--- src/common/dsc_map.vh ---
/*
 * constants for the drive state command decoder: control and status word
 * bit positions, readiness codes, reset values.
 * assumes a 16-bit cyclic control/status word exchange.
 */
`ifndef DSC_MAP_VH
`define DSC_MAP_VH

// ****************************************
// control word fields
// ****************************************
`define DSC_CW_START 4'hf
`define DSC_CW_ENABLE 4'he
`define DSC_CW_HALT 4'hd
`define DSC_CW_MODE 4'ha

// ****************************************
// status word fields
// ****************************************
`define DSC_SW_RDY_HI 4'hf
`define DSC_SW_RDY_LO 4'he
`define DSC_SW_ERR 4'hd
`define DSC_SW_WARN 4'hc
`define DSC_SW_MODE 4'ha
`define DSC_SW_QSTOP 4'h7
`define DSC_SW_POSFB 4'h5
`define DSC_SW_HALT 4'h4
`define DSC_SW_CMDV 4'h3

// ****************************************
// readiness codes and reset values
// ****************************************
`define DSC_RDY_NOTRDY 2'h0
`define DSC_RDY_DISABLED 2'h1
`define DSC_RDY_SWON 2'h2
`define DSC_RDY_ENABLED 2'h3
`define DSC_CW_RESET 16'h0000
`define DSC_SW_RESET 16'h0000
// status in state 3: power stage supply absent / present
`define DSC_SW_RDY_NOPWR 16'h0021
`define DSC_SW_RDY_PWR 16'h0031
// cycles spent in the transient start-up state
`define DSC_INIT_CYCLES 8'h10

`endif

--- src/hw/dsc_decoder.v ---
/*
 * drive state command decoder: turns each cyclic control word into
 * operating-state transitions and builds the cyclic status word.
 * assumes cw_valid pulses once per fieldbus cycle with a fresh word,
 * and that fault, warning and supply inputs are synchronous to clk_sys.
 */
`timescale 1ns/1ns
`include "dsc_map.vh"

// Summary of operation
// - rising start edge with enable set starts following commands; falling stops.
// - enable bit rising enables the drive, falling disables it.
// - halt bit acts only with start and enable set; fall halts, rise restarts.
// - mode bit 10 zero means primary mode; bits 9 and 8 kept zero.
// - enable low shuts states 4,5a,5b,6 to 3; enable rise moves 3 to 4.
// - in state 4, start rise with enable enters 5a, or 5b if halt set.
// - halt edges swap 5a and 5b; start fall with enable enters quick stop.
// - fault state leaves for switch-on-disabled only on fault reset.
// - power stage disable request moves 4,5a,5b,6 to switch-on-disabled.
// - status bits 15-14 give the readiness code.
// - status bit 13 shows shut-down error, bit 12 shows warning.
// - bit 5 shows position feedback status, bit 3 command processing.
// - bit 7 shows quick stop active, bit 4 shows halt active.
// - readiness code 00,01,10,11 for states 1,2,3,4.
// - 5a reports the processing bit, 5b the halt bit, 6 the quick stop and halt bits as set.
// - fault reaction reads 11, fault reads 10, both with error bit set.
// - during halt stay operation enabled with no motor power or torque.
// - ready-to-switch-on reads 21 hex without supply, 31 hex with it.
module dsc_decoder #(
    parameter INIT_CYCLES = `DSC_INIT_CYCLES
) (
    input wire clk_sys,
    input wire resetn,
    input wire [15:0] cw_data,
    input wire cw_valid,
    input wire init_done,
    input wire fault_detect,
    input wire fault_reaction_done,
    input wire fault_reset,
    input wire power_disable_req,
    input wire supply_present,
    input wire warning,
    input wire posfb_status,
    output reg [15:0] drive_state_word,
    output reg [15:0] drive_command_word,
    output reg follow_cmd,
    output reg motor_power,
    output reg [8:0] op_state
);

// ****************************************
// states (one-hot)
// ****************************************
localparam S1 = 9'h001;
localparam S2 = 9'h002;
localparam S3 = 9'h004;
localparam S4 = 9'h008;
localparam S5A = 9'h010;
localparam S5B = 9'h020;
localparam S6 = 9'h040;
localparam S7 = 9'h080;
localparam S8 = 9'h100;

// ****************************************
// reset release
// ****************************************
reg rst_s1_r;
reg rst_s2_r;
wire rstn_int;

always @(posedge clk_sys or negedge resetn) begin
    if (!resetn) begin
        rst_s1_r <= 1'b0;
        rst_s2_r <= 1'b0;
    end else begin
        rst_s1_r <= 1'b1;
        rst_s2_r <= rst_s1_r;
    end
end
assign rstn_int = rst_s2_r;

// ****************************************
// edge detection
// ****************************************
function rise;
    input [15:0] prev;
    input [15:0] cur;
    input [3:0] bit_pos;
    begin
        rise = ~prev[bit_pos] & cur[bit_pos];
    end
endfunction

function fall;
    input [15:0] prev;
    input [15:0] cur;
    input [3:0] bit_pos;
    begin
        fall = prev[bit_pos] & ~cur[bit_pos];
    end
endfunction

// previous word held in drive_command_word; edges only on a fresh word
wire [15:0] prev = drive_command_word;
wire start_rise = cw_valid & rise(prev, cw_data, `DSC_CW_START);
wire start_fall = cw_valid & fall(prev, cw_data, `DSC_CW_START);
wire en_rise = cw_valid & rise(prev, cw_data, `DSC_CW_ENABLE);
wire halt_rise = cw_valid & rise(prev, cw_data, `DSC_CW_HALT);
wire halt_fall = cw_valid & fall(prev, cw_data, `DSC_CW_HALT);
wire en_now = cw_data[`DSC_CW_ENABLE];
wire start_now = cw_data[`DSC_CW_START];
wire halt_now = cw_data[`DSC_CW_HALT];

// ****************************************
// init timer for the transient state 1
// ****************************************
localparam CW = 8;
reg [CW-1:0] init_cnt_r;
wire init_over = (init_cnt_r == INIT_CYCLES[CW-1:0]) | init_done;

always @(posedge clk_sys or negedge rstn_int) begin
    if (!rstn_int)
        init_cnt_r <= {CW{1'b0}};
    else if (!init_over)
        init_cnt_r <= init_cnt_r + {{(CW-1){1'b0}}, 1'b1};
end

// ****************************************
// shared decoding helpers
// ****************************************
// membership of a one-hot state in a set of states
function in_set;
    input [8:0] st;
    input [8:0] set_mask;
    begin
        in_set = |(st & set_mask);
    end
endfunction

// readiness code shown in the top two status bits
function [1:0] rdy_code;
    input [8:0] st;
    begin
        case (st)
        S1: rdy_code = `DSC_RDY_NOTRDY;
        S2: rdy_code = `DSC_RDY_DISABLED;
        S3: rdy_code = `DSC_RDY_SWON;
        S4, S5A, S5B, S6, S7: rdy_code = `DSC_RDY_ENABLED;
        S8: rdy_code = `DSC_RDY_SWON;
        default: rdy_code = `DSC_RDY_NOTRDY;
        endcase
    end
endfunction

// ****************************************
// transition commands
// ****************************************
// one wire per row of the transition table; the state machine only
// decides which of them may act in the present state
wire run_bits_set;
wire cmd_shutdown;
wire cmd_switch_on;
wire cmd_enable_op;
wire cmd_enable_halted;
wire cmd_halt;
wire cmd_run;
wire cmd_quick_stop;
wire fault_take;

assign run_bits_set = start_now & en_now;
// enable low wins over whatever start and halt are doing
assign cmd_shutdown = cw_valid & ~en_now;
assign cmd_switch_on = en_rise;
assign cmd_enable_op = start_rise & en_now & ~halt_now;
assign cmd_enable_halted = start_rise & en_now & halt_now;
assign cmd_halt = halt_fall & run_bits_set;
assign cmd_run = halt_rise & run_bits_set;
assign cmd_quick_stop = start_fall & en_now;
// faults are not taken before initialisation ends or while handled
assign fault_take = fault_detect & ~in_set(op_state, S1 | S7 | S8);

// ****************************************
// operating state machine
// ****************************************
reg [8:0] state_nxt;

// priority: fault, power stage disable, shutdown, then control edges
always @* begin
    state_nxt = op_state;
    case (op_state)
    S1: begin
        // transient start-up state, invisible to the master
        if (init_over) begin
            state_nxt = S2;
        end
    end
    S2: begin
        // leave switch-on-disabled once the master shuts down (enable low)
        if (cmd_shutdown) begin
            state_nxt = S3;
        end
    end
    S3: begin
        if (cmd_switch_on) begin
            state_nxt = S4;
        end
    end
    S4: begin
        if (power_disable_req) begin
            state_nxt = S2;
        end else if (cmd_shutdown) begin
            state_nxt = S3;
        end else if (cmd_enable_op) begin
            state_nxt = S5A;
        end else if (cmd_enable_halted) begin
            state_nxt = S5B;
        end
    end
    S5A: begin
        if (power_disable_req) begin
            state_nxt = S2;
        end else if (cmd_shutdown) begin
            state_nxt = S3;
        end else if (cmd_quick_stop) begin
            state_nxt = S6;
        end else if (cmd_halt) begin
            state_nxt = S5B;
        end
    end
    S5B: begin
        // halted but still operation enabled; flags, follow_cmd and motor_power differ
        if (power_disable_req) begin
            state_nxt = S2;
        end else if (cmd_shutdown) begin
            state_nxt = S3;
        end else if (cmd_quick_stop) begin
            state_nxt = S6;
        end else if (cmd_run) begin
            state_nxt = S5A;
        end
    end
    S6: begin
        if (power_disable_req) begin
            state_nxt = S2;
        end else if (cmd_shutdown) begin
            state_nxt = S3;
        end
    end
    S7: begin
        // the error response runs elsewhere; wait for it to finish
        if (fault_reaction_done) begin
            state_nxt = S8;
        end
    end
    S8: begin
        // control words are ignored; only a fault reset leaves
        if (fault_reset) begin
            state_nxt = S2;
        end
    end
    default: begin
        // an illegal code restarts the power-up sequence
        state_nxt = S1;
    end
    endcase
    if (fault_take) begin
        state_nxt = S7;
    end
end

// ****************************************
// status word assembly
// ****************************************
reg [15:0] sw_nxt;
reg [15:0] rdy_pat;
reg [1:0] rdy;

// built from the next state so status and state change on one edge
always @* begin
    sw_nxt = `DSC_SW_RESET; // mode bit 10 and bits 9, 8 read 0
    rdy = rdy_code(state_nxt);
    rdy_pat = `DSC_SW_RDY_NOPWR;
    if (supply_present) begin
        rdy_pat = `DSC_SW_RDY_PWR;
    end
    sw_nxt[`DSC_SW_RDY_HI] = rdy[1];
    sw_nxt[`DSC_SW_RDY_LO] = rdy[0];
    sw_nxt[`DSC_SW_ERR] = in_set(state_nxt, S7 | S8);
    sw_nxt[`DSC_SW_WARN] = warning;
    sw_nxt[`DSC_SW_QSTOP] = in_set(state_nxt, S6);
    sw_nxt[`DSC_SW_HALT] = in_set(state_nxt, S5B | S6);
    sw_nxt[`DSC_SW_CMDV] = in_set(state_nxt, S5A);
    sw_nxt[`DSC_SW_POSFB] = posfb_status;
    // the supply pattern goes last: the halt and feedback bits above
    // would otherwise spoil the fixed low byte of ready-to-switch-on
    if (in_set(state_nxt, S3)) begin
        sw_nxt[7:0] = rdy_pat[7:0];
    end
end

// ****************************************
// state and command word registers
// ****************************************
// one-hot code, exactly one bit set at any time
always @(posedge clk_sys or negedge rstn_int) begin
    if (!rstn_int) begin
        op_state <= S1;
    end else begin
        op_state <= state_nxt;
    end
end

// the last accepted word is the reference for the next edge search
always @(posedge clk_sys or negedge rstn_int) begin
    if (!rstn_int) begin
        drive_command_word <= `DSC_CW_RESET;
    end else if (cw_valid) begin
        drive_command_word <= cw_data;
    end
end

// ****************************************
// status word and drive outputs
// ****************************************
always @(posedge clk_sys or negedge rstn_int) begin
    if (!rstn_int) begin
        drive_state_word <= `DSC_SW_RESET;
    end else begin
        drive_state_word <= sw_nxt;
    end
end

always @(posedge clk_sys or negedge rstn_int) begin
    if (!rstn_int) begin
        follow_cmd <= 1'b0;
        motor_power <= 1'b0;
    end else begin
        follow_cmd <= in_set(state_nxt, S5A);
        // halt keeps state 5 but removes motor power and torque; quick
        // stop keeps power so the drive can brake
        motor_power <= in_set(state_nxt, S5A | S6);
    end
end

endmodule // dsc_decoder

--- config.mk ---
export PLATFORM = sky130hd
export DESIGN_NAME = dsc_decoder
export DESIGN_NICKNAME = d
export VERILOG_FILES = /design/src/hw/dsc_decoder.v
export VERILOG_INCLUDE_DIRS = /design/src /design/src/common
export SDC_FILE = /design/constraint.sdc
export NUM_CORES = 1
export LEC_CHECK = 0
export ABC_AREA = 1
export BUFFER_PORTS_ARGS = -buffer_cell sky130_fd_sc_hd__buf_2
export CAP_MARGIN = 20
export CORE_MARGIN = 2
export CORE_UTILIZATION = 26
export CTS_BUF_LIST = sky130_fd_sc_hd__clkbuf_16
export DETAILED_ROUTE_END_ITERATION = 10
export GPL_ROUTABILITY_DRIVEN = 0
export HOLD_SLACK_MARGIN = 0.05
export PLACE_DENSITY_LB_ADDON = 0.15
export SYNTH_ARGS = -nofsm -noshare
export SYNTH_HDL_FRONTEND = slang
export SYNTH_SLANG_ARGS = --single-unit
--- constraint.sdc ---
create_clock -name clk_sys -period 2.5 [get_ports clk_sys]
set_input_delay 0.125 -clock clk_sys [delete_from_list [all_inputs] [get_ports clk_sys]]
set_output_delay 0.125 -clock clk_sys [all_outputs]
set_load 0.01 [all_outputs]
; Yosys cells after proc, flatten, opt, wreduce, memory -nomap -nowiden
; Index checks and enable logic that the tools add are counted.
[word_totals]
regBits = 49
input_bits = 27
output_inout_bits = 43
elab_cells = 83
[classes]
n_addsub = 1
n_eq_ne = 18
mux = 23
n_bitwise = 27
reduce_logical = 6
[ops]
columns = op, count
row1 = 9-bit two-way mux, 19
row2 = 9-bit one-hot mux with 9 select lines, 1
row3 = 1-bit bitwise AND, 19
row4 = 9-bit by 2-bit == test with 1-bit output (second input constant), 2
row5 = 9-bit by 3-bit == test with 1-bit output (second input constant), 2
row6 = 9-bit by 4-bit == test with 1-bit output (second input constant), 2
row7 = 9-bit by 5-bit == test with 1-bit output (second input constant), 2
row8 = 9-bit by 6-bit == test with 1-bit output (second input constant), 2
row9 = 9-bit by 7-bit == test with 1-bit output (second input constant), 2
row10 = 9-bit by 8-bit == test with 1-bit output (second input constant), 2
row11 = 9-bit == test (second input constant), 2
row12 = 9-bit by 1-bit == test with 1-bit output (second input constant), 1
row13 = 8-bit by 1-bit adder with 8-bit output (second input constant), 1
row14 = 8-bit by 5-bit == test with 1-bit output (second input constant), 1
row15 = 8-bit two-way mux, 1
row16 = 2-bit OR reduction, 4
row17 = 1-bit inverter, 7
row18 = 2-bit one-hot mux with 3 select lines, 1
row19 = 5-bit two-way mux, 1
row20 = 5-bit OR reduction, 1
row21 = 3-bit OR reduction, 1
row22 = 1-bit bitwise OR, 1

; Logic depth before layout (Yosys ltp)
[logic_depth]
ltp_word = 14
ltp_mapped = 13
ltp_nobuf = 13

; Least setup slack after synthesis
; OpenSTA, ideal clock, no wires.
[synth_timing]
path_kind = register to register
start = register op_state[6]
end = register drive_state_word[15]
setup_time_ns = 0.123
arrival_ns = 1.479
required_ns = 2.377
path_slack_ns = 0.899
stages_incl_launch_ff = 13
n_path_buf = 0
period_less_slack_ns = 1.601
path_cell_list = dfrtp_1 -> nor2_4 -> nand2_2 -> nor3_2 -> inv_2 -> nand3_2 -> nor2_2 -> nand2_2 -> nand2_4 -> inv_4 -> nand2_2 -> inv_2 -> nor2_2
[synth_between]
word_cells_on_any_way = 40
cone_classes = eq/ne: 17 / mux: 21 / reduce/logical: 2
[synth_lines]
columns = element, line_no
row1 = "start, declared", dsc_decoder.v:48  ; output reg [8:0] op_state
row2 = "start signal, assigned", dsc_decoder.v:309  ; op_state <= state_nxt;
row3 = 9-bit == test (tied with other cells), dsc_decoder.v:190  ; case (op_state)
row4 = 9-bit one-hot mux with 9 select lines *, dsc_decoder.v:190
row5 = 9-bit two-way mux *, dsc_decoder.v:266  ; if (fault_take) begin
row6 = named net rdy_code.st[1], dsc_decoder.v:142  ; input [8:0] st;
row7 = 9-bit by 4-bit == test with 1-bit output (tied with other cells), dsc_decoder.v:144  ; case (st)
row8 = 5-bit OR reduction or 2-bit OR reduction (tied branches), -
row9 = 2-bit one-hot mux with 3 select lines *, dsc_decoder.v:144
row10 = named net rdy[1], dsc_decoder.v:276  ; reg [1:0] rdy;
row11 = "end signal, assigned", dsc_decoder.v:327  ; drive_state_word <= `DSC_SW_RESET;
row12 = "end signal, assigned", dsc_decoder.v:329  ; drive_state_word <= sw_nxt;
row13 = "end, declared", dsc_decoder.v:44  ; output reg [15:0] drive_state_word,
; The timed path passes the listed nets; every way through them passes the cells marked *.
; A chain may end at the register's enable or synchronous reset.

; Worst setup path after layout
[layout_timing]
start = register op_state[3]
end = register drive_state_word[14]
[layout_between]
elab_chain_cells = 9
word_cells_on_any_way = 40
cone_classes = eq/ne: 17 / mux: 21 / reduce/logical: 2
[layout_lines]
columns = element, line_no
row1 = "9-bit two-way mux, on equally long branches", "dsc_decoder.v:238, dsc_decoder.v:215, dsc_decoder.v:226"
row2 = "9-bit two-way mux, on equally long branches", "dsc_decoder.v:236, dsc_decoder.v:213, dsc_decoder.v:224"
row3 = "9-bit two-way mux, on equally long branches", "dsc_decoder.v:234, dsc_decoder.v:211, dsc_decoder.v:222"
row4 = "9-bit two-way mux, on equally long branches", "dsc_decoder.v:232, dsc_decoder.v:209, dsc_decoder.v:220"
row5 = 9-bit one-hot mux with 9 select lines *, dsc_decoder.v:190
row6 = 9-bit two-way mux *, dsc_decoder.v:266
row7 = 9-bit by 4-bit == test with 1-bit output (tied with other cells), dsc_decoder.v:144
row8 = 5-bit OR reduction or 2-bit OR reduction (tied branches), -
row9 = 2-bit one-hot mux with 3 select lines *, dsc_decoder.v:144
row10 = named net rdy[0], dsc_decoder.v:276
; Marked as above.

==> impl_metrics.json <==
{
  "io_buffer_count": 62,
  "post-place-ws_ps": 400,
  "hold_viol": 0,
  "critPathLaunchType": "register",
  "start_util": 0.269,
  "ant_nets": 0,
  "holdPathStages": 3,
  "clk_pin_slew_ps": 60,
  "report.final.slew_viol_count": 0,
  "p_leak_nw": 1.75,
  "min_period_ps": 1810,
  "async_flop_share": 1.00,
  "setup_tns_ps": 0,
  "area_delta_synth_final_pct": 29.1,
  "endpoint_kind": "register",
  "finalClockSkew_ps": 5.54,
  "cap_violations": 0,
  "ys_seq_elements": 44,
  "antenna_found_initial": 0,
  "crit_fanout": 8,
  "antenna_cells": 0,
  "via_count": 2339,
  "dieHeight_um": 102,
  "synth_edf_count": 0,
  "cts_setup_buffers": 0,
  "min_from": "cw_data[11]",
  "detail_route.vias_per_cell": 4.35,
  "dieArea_um2": 10400,
  "timing.slew.headroom": 0.378,
  "reg2reg_from": "op_state[3]$_DFF_PN0_",
  "fmax_mhz": 554,
  "cts_buffers": 5,
  "setup_viol": 0,
  "syn_inst": 330,
  "hold_path_end": "drive_command_word[11]$_DFFE_PN0P_",
  "die_w_um": 102,
  "layout.nets": 437,
  "drive_gt1_frac": 0.259,
  "drtIter0Drc": 130,
  "grt_use_total": 0.139,
  "grt_overflow_total": 0,
  "wl_per_cell_um": 12.5,
  "final_core_util": 0.348,
  "core_area_um2": 9280,
  "r2r_cells": 9,
  "crit_arrival_ps": 2020,
  "ir_drop_mv": 0.352,
  "io_pins": 70,
  "cts_tree": "built",
  "detailed_place_hpwl_um": 5140,
  "cts.sinks": 44,
  "reg2reg_slack_ps": 690,
  "cts.htree.levels": 2,
  "worstSetupStartpoint": "op_state[3]$_DFF_PN0_",
  "fin_ws_ps": 693,
  "fill_cells": 1027,
  "grt_pass1_wl_um": 11300,
  "fin_hold_ws_ps": 56.0,
  "hold_path_class": "in2reg",
  "cts_buffer_depth": 2,
  "path_class": "reg2reg",
  "synth_area_um2": 2500,
  "clock_latency_ps": 280,
  "syn_avg_cell_area_um2": 7.58,
  "num_rows": 35,
  "synth_cell_types": 40,
  "timing.rr.end": "drive_state_word[14]$_DFF_PN0_",
  "cts_resized": 0,
  "power.density_nw_per_um2": 803,
  "status": "finished clean",
  "drc": 0,
  "yosys_most_used_dff": "dfrtp_1",
  "grt_pass1_vias": 2368,
  "dr.pass1.iters": 4,
  "cp.required_ps": 2710,
  "rsz0062_at_grt": "false",
  "worst_pin_slew_ps": 932,
  "ctsHoldBuffers": 15,
  "period_share": 0.723,
  "yosysSeqAreaShare": 0.441,
  "finalWirelength_um": 6720,
  "cts_root_buf": "clkbuf_16",
  "yosysWarnings": 0,
  "grt_max_degree": 43
}
[cell usage after synthesis (3+ instances only)]
library cell   n  area (um2)
nand2_4        3        33.8
buf_4         10        75.1
nor3_1         6        30.0
nor3_2         4        40.0
nor2_2         5        31.3
inv_1         28         105
nand2_1       95         357
nand4_1        6        37.5
dfrtp_1       43        1080
nor2_1        38         143
xor2_1         4        35.0
a21oi_1        3        15.0
nand2_2        4        25.0
o21ai_0        7        35.0
inv_2         10        37.5
nand3_1       34         170
xnor2_1        3        26.3
[layout by cell type, fill, tap and decap left out, drive strengths merged, types with 2 or more instances in the layout]
cell type and count:
buf 63, clkinv 2, inv 39, nor2 45, a31oi 2, nand3 35
a21oi 3, o21bai 2, xor2 4, clkbuf 5, conb 8, ha 2
xnor2 3, nor3 10, dfrtp 43, nand2 102, dlygate4sd3 15, o21ai 9
or2 2, nand4 7
[state kept, by name, summed over array words and instances (netlist names)]
signal,count
drive_command_word,16
rst_s2_r,1
init_cnt_r,8
drive_state_word,8
op_state,9
rst_s1_r,1
motor_power,1
[final cells by class]
class | count | area [um2] | share of cell area
well taps | 129 | 161 | 0.0500
multi-input cells | 240 | 1180 | 0.367
repair buffers | 78 | 468 | 0.145
flip-flops and latches | 44 | 1100 | 0.342
clock buffers | 5 | 125 | 0.0388
inverters | 39 | 149 | 0.0461
clock inverters | 3 | 37.5 | 0.0116
[report_power, final]
part           total, mW  internal, mW  switching [mW]
registers          0.991         0.854           0.137
logic              0.872         0.320           0.552
clock network      0.731         0.465           0.267
[worst max-delay path, stage by stage (launching register included)]
cell and delay (ps):
dfrtp_1 500, nor2_4 210, nand2_4 100, nor3_1 380, nand4_1 130, nand3_1 130, nand2_1 50, nand2_1 90
nor2_1 70, nand3_1 80
[worst max-delay path by stage]
stage                                          end  slack (ps)  cells past startpoint
CTS                 drive_state_word[14]$_DFF_PN0_         690                     10
global placement    drive_state_word[14]$_DFF_PN0_         340                     10
global route        drive_state_word[14]$_DFF_PN0_         430                     12
finish              drive_state_word[14]$_DFF_PN0_         690                      9
floorplan           drive_state_word[15]$_DFF_PN0_         900                     12
detailed placement  drive_state_word[14]$_DFF_PN0_         400                     10
[metal layers]
layer | GRT usage | share of wire | vias up
li1 | - | - | 1185
met1 | 0.177 | 0.45 | 1070
met2 | 0.233 | 0.47 | 74
met3 | 0.0335 | 0.058 | 10
met4 | 0.0472 | 0.024 | 0
met5 | 0 | 0 | -
[logic make-up after synthesis]
logic type,Yosys count,synth area share
and+or+nand+nor,203,0.375
adders and majority gates,2,0.0100
AOI/OAI and AO/OA,20,0.0516
xor gates and xnor gates,7,0.0245
buffers and inverters,52,0.0946
other,2,0.00300
DFF,44,0.441
[through the flow]
stage / total power [mW] / instance area (um2) / std cells
after floorplan: 1.62 / 2520 / 336
after global placement: 1.87 / 2920 / 515
after detailed placement: 1.87 / 2920 / 515
after CTS: 2.63 / 3230 / 538
after global routing: 2.80 / 3230 / 538
final: 2.59 / 3230 / 538
No activity file was read; power rests on OpenSTA's default activity.
